### config.mk
export PLATFORM = sky130hd
export DESIGN_NAME = abn_quadrature_encoder_counter
export DESIGN_NICKNAME = d
export VERILOG_FILES = /design/src/enc_pkg.sv /design/src/abn_filter.sv /design/src/abn_quadrature_encoder_counter.sv
export SDC_FILE = /design/constraint.sdc
export NUM_CORES = 1
export LEC_CHECK = 0
export BUFFER_PORTS_ARGS = -buffer_cell sky130_fd_sc_hd__buf_2
export CELL_PAD_IN_SITES_DETAIL_PLACEMENT = 0
export CELL_PAD_IN_SITES_GLOBAL_PLACEMENT = 1
export CORE_MARGIN = 4
export CORE_UTILIZATION = 29
export CTS_BUF_LIST = sky130_fd_sc_hd__clkbuf_8
export CTS_CLUSTER_SIZE = 30
export DETAILED_ROUTE_END_ITERATION = 6
export PLACE_DENSITY_LB_ADDON = 0.1
export SLEW_MARGIN = 20
export SYNTH_ARGS = -nofsm -noshare
export SYNTH_HDL_FRONTEND = slang
export SYNTH_HIERARCHICAL = 1
export SYNTH_SLANG_ARGS = --single-unit
### constraint.sdc
create_clock -name clk -period 6.6 [get_ports clk]
set_input_delay 0.66 -clock clk [delete_from_list [all_inputs] [get_ports clk]]
set_output_delay 0.66 -clock clk [all_outputs]
set_load 0.05 [all_outputs]
### src/enc_pkg.sv
package enc_pkg;

  // Fixed-point layout of the step constant
  localparam int FRAC_W       = 16;
  localparam int INT_W        = 16;
  localparam int CONST_W      = INT_W + FRAC_W;
  localparam logic [FRAC_W-1:0] DEC_WRAP   = 16'h2710;
  localparam logic [FRAC_W-1:0] DEC_MAXF   = 16'h270F;

  // Spike filter: pulses shorter than this many clocks are dropped
  localparam int FILT_CYC     = 3;
  localparam int FILT_W       = 2;

  // Peripheral selection value in global_config that routes encoder pins
  localparam logic [1:0] SEL_ENCODER = 2'h1;

  // Encoder configuration bits
  typedef struct packed {
    logic pol_a;
    logic pol_b;
    logic pol_n;
    logic ignore_ab;
    logic clr_cont;
    logic clr_once;
    logic clr_pos;
    logic dec_mode;
  } encoder_config_type;

  typedef struct packed {
    logic a;
    logic b;
    logic n;
  } abn_type;

  typedef enum logic [1:0] {
    IDX_OFF    = 2'b00,
    IDX_ARMED  = 2'b01,
    IDX_CONT   = 2'b10
  } idx_state_type;

endpackage
### src/abn_filter.sv
`timescale 1ns/100ps
module abn_filter #(
  parameter int WIDTH = 3,
  parameter int CYC   = 3,
  parameter int CW    = 2
) (
  // Clock and reset
  input  wire logic             clk,
  input  wire logic             reset,
  // Raw and filtered levels
  input  wire logic [WIDTH-1:0] raw,
  output logic      [WIDTH-1:0] filt
);

  logic [WIDTH-1:0] meta_ff;
  logic [WIDTH-1:0] sync_ff;

  always_ff @(posedge clk or posedge reset) begin
    if (reset) begin
      meta_ff <= '0;
      sync_ff <= '0;
    end else begin
      meta_ff <= raw;
      sync_ff <= meta_ff;
    end
  end

  genvar i;
  generate
    for (i = 0; i < WIDTH; i++) begin : g_ch
      logic [CW-1:0] cnt_ff;
      logic          out_ff;
      // New level must stand CYC clocks before it is taken
      always_ff @(posedge clk or posedge reset) begin
        if (reset) begin
          cnt_ff <= '0;
          out_ff <= 1'b0;
        end else if (sync_ff[i] == out_ff) begin
          cnt_ff <= '0;
        end else if (cnt_ff == CW'(CYC - 1)) begin
          cnt_ff <= '0;
          out_ff <= sync_ff[i];
        end else begin
          cnt_ff <= cnt_ff + 1'b1;
        end
      end
      assign filt[i] = out_ff;
    end
  endgenerate

endmodule

### src/abn_quadrature_encoder_counter.sv
`timescale 1ns/100ps
module abn_quadrature_encoder_counter
  import enc_pkg::*;
#(
  parameter int POS_W = 32
) (
  // Clock and reset
  input  wire logic                        clk,
  input  wire logic                        reset,
  // Shared pins
  input  wire enc_pkg::abn_type            pins,
  // Configuration
  input  wire logic [1:0]                  global_config,
  input  wire enc_pkg::encoder_config_type encoder_config,
  input  wire logic [enc_pkg::CONST_W-1:0] step_const,
  input  wire logic                        index_enable,
  input  wire logic [POS_W-1:0]            motor_pos,
  input  wire logic [POS_W-1:0]            deviation_limit,
  // Software position write and status clear
  input  wire logic                        pos_load,
  input  wire logic [POS_W-1:0]            pos_load_val,
  input  wire logic                        status_clear,
  // Status
  output logic [POS_W-1:0]                 enc_pos,
  output logic [enc_pkg::FRAC_W-1:0]       enc_frac,
  output logic [POS_W-1:0]                 latch_pos,
  output logic                             clr_status,
  output logic                             latch_status,
  output logic                             dev_irq,
  output logic                             armed
);
  import enc_pkg::*;

  abn_type          routed;
  logic [2:0]       filt;
  logic             a_q;
  logic             b_q;
  logic             n_q;
  logic             a_ff;
  logic             b_ff;
  logic             n_ff;
  logic             prime_ff;
  logic             a_chg;
  logic             b_chg;
  logic             step_ev;
  logic             dir_up;
  logic             idx_ev;
  logic             idx_act;
  logic             do_clr;
  idx_state_type    st_ff;
  idx_state_type    nxt_st;
  logic [POS_W-1:0] pos_ff;
  logic [FRAC_W-1:0] frac_ff;
  logic [POS_W-1:0] nxt_pos;
  logic [FRAC_W-1:0] nxt_frac;
  logic [POS_W-1:0] diff;
  logic             over;

  // Unselected pins held idle so no phantom edges
  always_comb begin
    case (global_config)
      SEL_ENCODER: routed = pins;
      default:     routed = '0;
    endcase
  end

  // Both-edge spike filter after two-flop sync
  abn_filter #(
    .WIDTH (3),
    .CYC   (FILT_CYC),
    .CW    (FILT_W)
  ) u_filt (
    .clk   (clk),
    .reset (reset),
    .raw   ({routed.a, routed.b, routed.n}),
    .filt  (filt)
  );

  // Polarity option, on N only; A and B pass through as filtered
  assign a_q = filt[2];
  assign b_q = filt[1];
  assign n_q = filt[0] ^ encoder_config.pol_n;

  always_ff @(posedge clk or posedge reset) begin
    if (reset) begin
      a_ff     <= 1'b0;
      b_ff     <= 1'b0;
      n_ff     <= 1'b0;
      prime_ff <= 1'b0;
    end else begin
      a_ff     <= a_q;
      b_ff     <= b_q;
      n_ff     <= n_q;
      prime_ff <= 1'b1;
    end
  end

  assign a_chg   = prime_ff & (a_q ^ a_ff);
  assign b_chg   = prime_ff & (b_q ^ b_ff);
  assign step_ev = a_chg ^ b_chg;
  // Forward when A changes to differ from B, or B changes to equal A
  always_comb begin
    if (a_chg) begin
      dir_up = a_q ^ b_q;
    end else begin
      dir_up = ~(a_q ^ b_q);
    end
  end

  // Index qualified by A/B levels; unused N simply never fires
  assign idx_ev  = prime_ff & index_enable & n_q & ~n_ff
                   & (encoder_config.ignore_ab
                      | ((a_q == encoder_config.pol_a)
                         & (b_q == encoder_config.pol_b)));

  // Index arming state
  always_comb begin
    nxt_st = st_ff;
    case (st_ff)
      IDX_OFF: begin
        if (encoder_config.clr_cont) begin
          nxt_st = IDX_CONT;
        end else if (encoder_config.clr_once) begin
          nxt_st = IDX_ARMED;
        end
      end
      IDX_ARMED: begin
        if (encoder_config.clr_cont) begin
          nxt_st = IDX_CONT;
        end else if (!encoder_config.clr_once) begin
          nxt_st = IDX_OFF;
        end else if (idx_ev) begin
          nxt_st = IDX_OFF;
        end
      end
      IDX_CONT: begin
        if (!encoder_config.clr_cont) begin
          nxt_st = IDX_OFF;
        end
      end
      default: nxt_st = IDX_OFF;
    endcase
  end

  // Single shot stays disarmed until clr_once is dropped and set again
  logic once_used_ff;
  always_ff @(posedge clk or posedge reset) begin
    if (reset) begin
      once_used_ff <= 1'b0;
    end else if (!encoder_config.clr_once) begin
      once_used_ff <= 1'b0;
    end else if (st_ff == IDX_ARMED && idx_ev) begin
      once_used_ff <= 1'b1;
    end
  end

  always_ff @(posedge clk or posedge reset) begin
    if (reset) begin
      st_ff <= IDX_OFF;
    end else if (st_ff == IDX_OFF && once_used_ff
                 && !encoder_config.clr_cont) begin
      st_ff <= IDX_OFF;
    end else begin
      st_ff <= nxt_st;
    end
  end

  assign idx_act = idx_ev & (st_ff != IDX_OFF);
  assign do_clr  = idx_act & encoder_config.clr_pos;

  // Signed 16.16 step with fraction carry
  logic [FRAC_W:0]   fsum;
  logic [FRAC_W:0]   fdif;
  logic [FRAC_W-1:0] kfrac;
  logic [POS_W-1:0]  kint;
  always_comb begin
    kfrac    = step_const[FRAC_W-1:0];
    kint     = POS_W'($signed(step_const[CONST_W-1:FRAC_W]));
    fsum     = {1'b0, frac_ff} + {1'b0, kfrac};
    fdif     = {1'b0, frac_ff} - {1'b0, kfrac};
    nxt_pos  = pos_ff;
    nxt_frac = frac_ff;
    if (dir_up) begin
      if (encoder_config.dec_mode) begin
        // Decimal fraction wraps at ten thousand
        if (fsum[FRAC_W-1:0] >= DEC_WRAP) begin
          nxt_frac = FRAC_W'(fsum[FRAC_W-1:0] - DEC_WRAP);
          nxt_pos  = pos_ff + kint + POS_W'(1);
        end else begin
          nxt_frac = fsum[FRAC_W-1:0];
          nxt_pos  = pos_ff + kint;
        end
      end else begin
        nxt_frac = fsum[FRAC_W-1:0];
        nxt_pos  = pos_ff + kint + POS_W'(fsum[FRAC_W]);
      end
    end else begin
      if (fdif[FRAC_W]) begin
        nxt_frac = encoder_config.dec_mode
                   ? FRAC_W'(fdif[FRAC_W-1:0] + DEC_WRAP)
                   : fdif[FRAC_W-1:0];
        nxt_pos  = pos_ff - kint - POS_W'(1);
      end else begin
        nxt_frac = fdif[FRAC_W-1:0];
        nxt_pos  = pos_ff - kint;
      end
    end
  end

  // Position counter; index clear beats a coincident step
  always_ff @(posedge clk or posedge reset) begin
    if (reset) begin
      pos_ff  <= '0;
      frac_ff <= '0;
    end else if (pos_load) begin
      pos_ff  <= pos_load_val;
      frac_ff <= '0;
    end else if (do_clr) begin
      pos_ff  <= '0;
      frac_ff <= '0;
    end else if (step_ev) begin
      pos_ff  <= nxt_pos;
      frac_ff <= nxt_frac;
    end
  end

  // Snapshot of position before any coincident clear
  always_ff @(posedge clk or posedge reset) begin
    if (reset) begin
      latch_pos <= '0;
    end else if (idx_act) begin
      latch_pos <= pos_ff;
    end
  end

  // Sticky clear flag; set wins over clear
  always_ff @(posedge clk or posedge reset) begin
    if (reset) begin
      clr_status <= 1'b0;
    end else if (do_clr) begin
      clr_status <= 1'b1;
    end else if (status_clear) begin
      clr_status <= 1'b0;
    end
  end

  // Sticky snapshot flag; set wins over clear
  always_ff @(posedge clk or posedge reset) begin
    if (reset) begin
      latch_status <= 1'b0;
    end else if (idx_act) begin
      latch_status <= 1'b1;
    end else if (status_clear) begin
      latch_status <= 1'b0;
    end
  end

  // Deviation check; limit zero disables it
  assign diff = (pos_ff >= motor_pos) ? pos_ff - motor_pos
                                      : motor_pos - pos_ff;
  assign over = (deviation_limit != '0) && (diff > deviation_limit);

  always_ff @(posedge clk or posedge reset) begin
    if (reset) begin
      dev_irq <= 1'b0;
    end else if (over) begin
      dev_irq <= 1'b1;
    end else if (status_clear) begin
      dev_irq <= 1'b0;
    end
  end

  // Registered readouts, one cycle behind the counter
  always_ff @(posedge clk or posedge reset) begin
    if (reset) begin
      enc_pos <= '0;
    end else begin
      enc_pos <= pos_ff;
    end
  end

  always_ff @(posedge clk or posedge reset) begin
    if (reset) begin
      enc_frac <= '0;
    end else begin
      enc_frac <= frac_ff;
    end
  end

  // Index action armed
  always_ff @(posedge clk or posedge reset) begin
    if (reset) begin
      armed <= 1'b0;
    end else begin
      armed <= (st_ff != IDX_OFF);
    end
  end

endmodule

==> impl_results.md, run 1 <==
- Outcome: completed
- Number of max-slew violations in the final report: 0
- Max Clock Skew: roughly 0.03 ns
- Max_cap viols: 0
- Net total in the final layout: approximately 2,800
- Clock sinks: 154
- Part of the total power dissipated in combinational logic: 0.735
- Share of the clock period used by the worst path after layout: 0.8916
- Worst Path Arrival: 6.35 ns
- Number of enable flip-flop cells after synthesis: 0
- Area growth from synthesis to layout: 13.84%
- Post-CTS setup-driven buffer insertion count: 0
- Fraction of the yosys area taken by sequential cells: 0.2149
- Count of buffers inserted at the top-level ports: between 200 and 250
- Leakage power: approximately 9.3 nW
- Synthesized instance count: about 2,300
- Critical Path End Type: register
- Ratio of cells with drive above 1 in the final layout: 0.1609
- Share of synthesized flip-flops with an asynchronous set or reset: 1.000
- Die boundary width: ~260 µm
- Htree depth: 4
- DRT antenna net count: 0
- Ranking of synthesized cells by area: sky130_fd_sc_hd__dfrtp_1 (21%), sky130_fd_sc_hd__ha_1 (14%), sky130_fd_sc_hd__xnor2_1 (6.0%), sky130_fd_sc_hd__a21oi_1 (5.5%), sky130_fd_sc_hd__o21ai_0 (4.0%)
- Number of cells upsized or downsized after cts: 0
- # rows: 90
- Final WS setup: 0.7153 ns
- Flip-flop and latch count after synthesis: ~150
- Post-synthesis cell type with the largest combined area: sky130_fd_sc_hd__dfrtp_1
- Flip-flop and latch area: around 3900 µm²
- Final sum of negative setup slack: 0 ns
- Maximum number of pins on one net before global-route repair: between 80 and 90
- First-pass GRT wire length: around 110,000 µm
- Largest fanout on the critical path: 33
- Cell count of the worst reg-to-reg path: 22
- DRC marker count from the first detailed-route iteration: 1,368
- Unrepaired setup endpoints after global routing: false
- Net Switching: about 4.8 mW
- Area occupied by multi-input gates: 12,990 µm²
- Drt drc: 0
- Final hold violation count: 0
- Clock-pin slew on the worst setup and hold paths: about 0.12 ns
- Wire length reported by the detailed router: 73,200 µm
- Number of vias after detailed routing: ~18,000
- Synth top area share: 0.2149
- Unique cell type count in the Yosys netlist: 90
- Clk network pwr share: 0.095
- Internal Power: between 3 and 4 mW
- Slew of the pin with the lowest slew margin: about 1.1 ns
- Power density over the cells: between 400 and 500 nW/µm²
- Detailed placer's ending HPWL: around 60,000 µm
- Number of ports placed on the die boundary: 230
- Part of the power in registers: 0.170
- Final Util: 0.3357
- Clk_lat worst skew: 0.57 ns
- Switching power as a share of total power: 0.5625
- CTS tree: yes
- Antenna violations before repair: 5
- Via count of the first global-routing pass: around 17,000
- Reg-to-reg critical path endpoint: dev_irq
- All-layer global routing usage: 0.2151
- Weighted congestion reported at the end of routability-driven placement: about 0.89
- Fillers: ~6,500
- Worst-case vdd ir drop: around 0.17 mV
- Highest clock frequency the design can meet: between 0.15 and 0.2 GHz
- Critical path type: reg2reg
- Final period demand of the worst path: approximately 6 ns
- Max-Slew Margin vs Limit: 0.2780
- Routed via count divided by cell count: around 5.5
- Clock buffers created by TritonCTS: 17
- Class of the tightest hold or removal check: in2async
- Core area: ~61,000 µm²
- Avg Inst Size Synth: ~8.0 µm²
- Netlist area before placement: roughly 18,000 µm²
- Vert. Die Dim: 256.7 µm
- Worst hold margin: between 0.15 and 0.2 ns
- Starting Density: 0.2949
- FF-to-FF Start: pos_ff[0]
- Detailed-routing iteration count for the pre-antenna-repair pass: 6
- Post-synth net total: about 2,600
- Element type at the critical path start: register
- Average wire per cell in the routed design: 22.64 µm
- Buffer depth of the longest clock path: 2
- Die Outline Area: between 60,000 and 70,000 µm²
- Worst path required time: between 7 and 8 ns
- Count of warnings emitted by yosys: 6
- Reg2reg setup slack: around 0.7 ns
- Most used flip-flop cell after synthesis: sky130_fd_sc_hd__dfrtp_1
- Worst slack after detailed placement: 0.5842 ns
- Number of setup violations in the final report: 0
- Number of buffers inserted for hold repair after clock tree synthesis: 0
- Congestion Overflow GR: 0
- Commonest cells post-synth: sky130_fd_sc_hd__a21oi_1 (196), sky130_fd_sc_hd__ha_1 (196), sky130_fd_sc_hd__inv_1 (186)
- Clock root buffer: sky130_fd_sc_hd__clkbuf_8
## power groups by stage
stage,registers (mW),clock network (mW),logic (mW)
6_report,1.44,0.806,6.26
5_1_grt,1.48,0.874,6.84
4_1_cts,1.46,0.852,6.26
3_5_place_dp,1.47,0,6.22
3_3_place_gp,1.47,0,6.23
2_1_floorplan,1.98,0,3.91
## metrics by stage
step	instances	area, µm²	power, mW
floorplan	2255	17930	5.887
global placement	3198	19980	7.696
detailed placement	3198	19980	7.696
CTS	3230	20400	8.564
global route	3233	20410	9.197
finish	3234	20410	8.505
## worst max path at each step
stage / startpoint / endpoint / depth (start not counted)
2_1_floorplan: motor_pos[0] / dev_irq / 25
3_3_place_gp: motor_pos[0] / dev_irq / 21
3_5_place_dp: motor_pos[0] / dev_irq / 22
4_1_cts: pos_ff[0] / dev_irq / 22
5_1_grt: pos_ff[0] / dev_irq / 22
6_report: pos_ff[0] / dev_irq / 22
## kinds of logic (layout without fill, tap and decap cells)
family          after synthesis  after routing  synth area share
compound gates              719            719            0.2682
simple gates                641            641            0.1845
buf+inv                     297            490           0.06350
fa+ha+maj                   202            202            0.1435
xor+xnor                    181            181           0.08841
flops                       154            154            0.2149
mux                          60             60           0.03684
other cells                   1              5         0.0002091
## sequential cells by signal, summed over array words and instances, names as in the netlist, 6 cells and up
name and cells:
enc_pos 32, enc_frac 16, frac_ff 16, latch_pos 32, pos_ff 32, u_filt/g_ch.cnt_ff 6
## critical path, cell delays in order (launching register included)
cell	delay [ns]
sky130_fd_sc_hd__dfrtp_1	0.45
sky130_fd_sc_hd__inv_1	0.14
sky130_fd_sc_hd__ha_1	0.18
sky130_fd_sc_hd__inv_1	0.05
sky130_fd_sc_hd__fa_1	0.40
sky130_fd_sc_hd__a21o_1	0.18
sky130_fd_sc_hd__a21o_1	0.21
sky130_fd_sc_hd__a2111o_1	0.43
sky130_fd_sc_hd__a311o_1	0.42
sky130_fd_sc_hd__a311oi_1	0.44
sky130_fd_sc_hd__a21oi_4	0.22
sky130_fd_sc_hd__buf_4	0.31
sky130_fd_sc_hd__o21ai_0	0.45
sky130_fd_sc_hd__o21a_1	0.24
sky130_fd_sc_hd__o21ai_0	0.11
sky130_fd_sc_hd__xor2_1	0.17
sky130_fd_sc_hd__ha_1	0.31
sky130_fd_sc_hd__nand4_1	0.13
sky130_fd_sc_hd__nor4_1	0.35
sky130_fd_sc_hd__a31oi_1	0.16
sky130_fd_sc_hd__nand2_1	0.10
sky130_fd_sc_hd__a21oi_1	0.04
sky130_fd_sc_hd__a221o_1	0.28
## area by class of cell
type                    count  share of cell area
repair buffers            270             0.07122
well taps                 782             0.04793
multi-input cells        1804              0.6362
diodes                      4           0.0004903
flip-flops and latches    154              0.1888
clock buffers              17             0.01146
clock inverters            15            0.009071
inverters                 188             0.03481
## cell usage in the layout, fill, tap and decap left out, types with 21 or more instances in the layout
cell type                  Yosys  layout
sky130_fd_sc_hd__a21o_1       43      43
sky130_fd_sc_hd__nor3_1       50      50
sky130_fd_sc_hd__o21a_1       31      31
sky130_fd_sc_hd__buf_2         7     229
sky130_fd_sc_hd__o31ai_1      23      23
sky130_fd_sc_hd__xor2_1       58      57
sky130_fd_sc_hd__a31oi_1      34      34
sky130_fd_sc_hd__ha_1        196     196
sky130_fd_sc_hd__nor2_1      149     148
sky130_fd_sc_hd__nor2b_1      38      37
sky130_fd_sc_hd__nand2_1     141     141
sky130_fd_sc_hd__a211oi_1     31      31
sky130_fd_sc_hd__o21bai_1     29      29
sky130_fd_sc_hd__o21ai_0     143     143
sky130_fd_sc_hd__a21oi_1     196     195
sky130_fd_sc_hd__mux2i_1      21      21
sky130_fd_sc_hd__nand3_1      49      49
sky130_fd_sc_hd__buf_4         4      41
sky130_fd_sc_hd__nand2b_1     25      25
sky130_fd_sc_hd__mux2_2       36      36
sky130_fd_sc_hd__dfrtp_1     154     154
sky130_fd_sc_hd__inv_1       186     186
sky130_fd_sc_hd__nand4_1      42      42
sky130_fd_sc_hd__o211ai_1     30      30
sky130_fd_sc_hd__xnor2_1     123     122
sky130_fd_sc_hd__nor4_1       26      26
## routing by layer
metal | track usage | routed length (µm)
met2 | 0.3588 | 34330
met5 | 0 | 17
met1 | 0.2910 | 33750
met3 | 0.03345 | 3496
met4 | 0.05637 | 1618
(Power assumes the default switching activity.)
==> run 2, diff against run 1 <==
--- a/config.mk
+++ b/config.mk
@@ -8,7 +8,6 @@
 export BUFFER_PORTS_ARGS = -buffer_cell sky130_fd_sc_hd__buf_2
 export CELL_PAD_IN_SITES_DETAIL_PLACEMENT = 0
 export CELL_PAD_IN_SITES_GLOBAL_PLACEMENT = 1
-export CORE_MARGIN = 4
 export CORE_UTILIZATION = 29
 export CTS_BUF_LIST = sky130_fd_sc_hd__clkbuf_8
 export CTS_CLUSTER_SIZE = 30
@@ -17,5 +16,4 @@
 export SLEW_MARGIN = 20
 export SYNTH_ARGS = -nofsm -noshare
 export SYNTH_HDL_FRONTEND = slang
-export SYNTH_HIERARCHICAL = 1
 export SYNTH_SLANG_ARGS = --single-unit
==> run 2 against run 1 <==
Against the previous run: synthesized area decreased by 0.39%; flip-flop and latch count unchanged; count of clock-buffer cells in the layout increased by 1; core utilization increased by 0.079 points; via count decreased by 0.28%; synthesized cell count decreased by 0.35%.
==> impl_results.md, run 2 <==
- Outcome: completed
- Count of warnings emitted by yosys: 0
- Cell with the largest stage delay on the worst path: sky130_fd_sc_hd__or4_1
- Via count of the first global-routing pass: 17,540
- Most common cell after layout, fill and taps aside: sky130_fd_sc_hd__buf_2
- Antenna violations before repair: 9
- Die boundary width: 250.2 µm
- Htree depth: 4
- Congestion Overflow GR: 0
- Clock-pin slew on the worst setup and hold paths: roughly 0.12 ns
- Core area: between 60,000 and 70,000 µm²
- All-layer global routing usage: 0.2407
- Highest clock frequency the design can meet: ~0.17 GHz
- Final period demand of the worst path: slightly below 6 ns
- First-pass GRT wire length: 113,000 µm
- Drt drc: 0
- Power density over the cells: 435.2 nW/µm²
- Unrepaired setup endpoints after global routing: false
- Critical path buffers and inverters: 3
- Detailed-routing iteration count for the pre-antenna-repair pass: 7
- Final hold violation count: 0
- Number of buffers inserted for hold repair after clock tree synthesis: 0
- # rows: 90
- Ratio of cells with drive above 1 in the final layout: 0.1595
- Clock sinks: ~150
- Max_cap viols: 0
- Reg-to-reg critical path endpoint: dev_irq
- Reg2reg setup slack: about 0.66 ns
- Synth top area share: 0.2158
- Cell count of the worst reg-to-reg path: 28
- CTS tree: yes
- Flip-flop and latch count after synthesis: 154
- Most used flip-flop cell after synthesis: sky130_fd_sc_hd__dfrtp_1
- Share of synthesized flip-flops with an asynchronous set or reset: 1.000
- Detailed placer's ending HPWL: 62,170 µm
- Element type at the critical path start: register
- Die Outline Area: about 63,000 µm²
- Clk_lat worst skew: about 0.56 ns
- Most frequently used cell type in the post-synthesis netlist: sky130_fd_sc_hd__a21oi_1
- Worst path required time: 7.07 ns
- Post-synth net total: 2,595
- Netlist area before placement: about 18,000 µm²
- Number of ports placed on the die boundary: 230
- Post-synthesis cell type with the largest combined area: sky130_fd_sc_hd__dfrtp_1
- Largest fanout on the critical path: 18
- Unique cell type count in the Yosys netlist: 90
- Number of enable flip-flop cells after synthesis: 0
- Number of max-slew violations in the final report: 0
- Worst-case vdd ir drop: around 0.18 mV
- Buffer depth of the longest clock path: 2
- Weighted congestion reported at the end of routability-driven placement: about 0.92
- Number of vias after detailed routing: 17,770
- Worst Path Arrival: roughly 6.4 ns
- Final instance area: approximately 20,000 µm²
- Instance area at placement: between 15,000 and 20,000 µm²
- Area growth from synthesis to layout: 14.14%
- Wire length reported by the detailed router: approximately 76,000 µm
- Synthesized instance count: around 2,200
- Routed via count divided by cell count: 5.490
- Starting Density: 0.2948
- DRT antenna net count: 0
- Commonest cells post-synth: sky130_fd_sc_hd__a21oi_1 (198), sky130_fd_sc_hd__ha_1 (196), sky130_fd_sc_hd__inv_1 (191)
- Post-CTS setup-driven buffer insertion count: 0
- Fillers: 6,517
- Ranking of synthesized cells by area: sky130_fd_sc_hd__dfrtp_1 (22%), sky130_fd_sc_hd__ha_1 (14%), sky130_fd_sc_hd__xnor2_1 (6.3%), sky130_fd_sc_hd__a21oi_1 (5.5%), sky130_fd_sc_hd__o21ai_0 (4.1%)
- Class of the tightest hold or removal check: in2async
- Count of buffers inserted at the top-level ports: roughly 230
- Most used cells in the layout excluding fill and tap cells: sky130_fd_sc_hd__buf_2 (229), sky130_fd_sc_hd__a21oi_1 (197), sky130_fd_sc_hd__ha_1 (196)
- Number of cells after detailed placement: approximately 3,200
- Max stage delay on crit path: around 0.56 ns
- Number of setup violations in the final report: 0
- Net total in the final layout: around 2,800
- Final cell count without fillers: between 3,000 and 4,000
- Share of the clock period used by the worst path after layout: 0.8999
- FF-to-FF Start: pos_ff[0]
- Average wire per cell in the routed design: about 24 µm
- Clock root buffer: sky130_fd_sc_hd__clkbuf_8
- Number of cells upsized or downsized after cts: 0
- Maximum number of pins on one net before global-route repair: 62
- Slew of the pin with the lowest slew margin: 1.087 ns
- Vert. Die Dim: between 200 and 300 µm
- Critical path launch point: pos_ff[0]
- Max Clock Skew: between 0.02 and 0.025 ns
- DRC marker count from the first detailed-route iteration: about 1,500
- Registers with the most flip-flops: enc_pos x32, latch_pos x32, pos_ff x32
- Final sum of negative setup slack: 0 ns
- Capture point of the worst path: dev_irq
- Total number of cells along the worst setup path: 28
- Critical path type: reg2reg
- Max-Slew Margin vs Limit: 0.2691
- CP top delay family: compound AO/OA/AOI/OAI gates
- Fraction of the yosys area taken by sequential cells: 0.2158
- Avg Inst Size Synth: 7.949 µm²
- Critical Path End Type: register
- Leakage power: between 9 and 10 nW
- Clock buffers created by TritonCTS: 17
[run 2: kinds of logic after synthesis]
family          count (synthesis)  synth area share
compound gates                730            0.2698
xor+xnor                      183           0.08974
fa+ha+maj                     202            0.1440
buf+inv                       298           0.06375
flops                         154            0.2158
mux                            56           0.03412
other cells                     1         0.0002100
simple gates                  623            0.1826
[run 2: metrics by stage]
stage               worst slack (ns)  power [mW]    util  hold slack [ns]
floorplan                      1.296       6.013       -           0.3312
CTS                           0.7022       8.896  0.3364          0.04909
global placement              0.6834       8.027  0.3297           0.3328
global route                  0.3164       9.518  0.3365          0.08986
detailed placement            0.5471       8.025  0.3297           0.3402
finish                        0.6605       8.872  0.3365          0.07590
[run 2: area by class of cell]
cell class / instances / area (µm²) / area share
tap: 782 / 978.4 / 0.04800
clock inverter: 14 / 156.4 / 0.007672
timing repair buffer: 276 / 1499 / 0.07353
multi-input combinational: 1795 / 12910 / 0.6332
sequential: 154 / 3854 / 0.1890
clock buffer: 18 / 247.7 / 0.01215
inverter: 195 / 737.0 / 0.03615
antenna: 2 / 5.005 / 0.0002455
[run 2: how the worst min path moves through the flow]
stage,start,end,slack (ns),cells after the start
after floorplan,u_filt.meta_ff[0],u_filt.sync_ff[0],0.33,0
after global placement,u_filt.meta_ff[2],u_filt.sync_ff[2],0.33,0
after detailed placement,u_filt.meta_ff[2],u_filt.sync_ff[2],0.34,0
after CTS,reset,enc_frac[3],0.05,2
after global routing,reset,once_used_ff,0.09,2
final,reset,once_used_ff,0.08,2
[run 2: routing by layer]
metal  track usage  part of all wire  vias up
met5             0           0.00075        -
met3       0.03211             0.045       62
met2        0.4088              0.48      455
li1              -                 -     8549
met1        0.3196              0.45     8692
met4       0.06100             0.018        8
[run 2: power breakdown]
part | internal [mW] | switching (mW)
Combinational | 2.28 | 4.33
Sequential | 1.20 | 0.241
Clock | 0.323 | 0.489
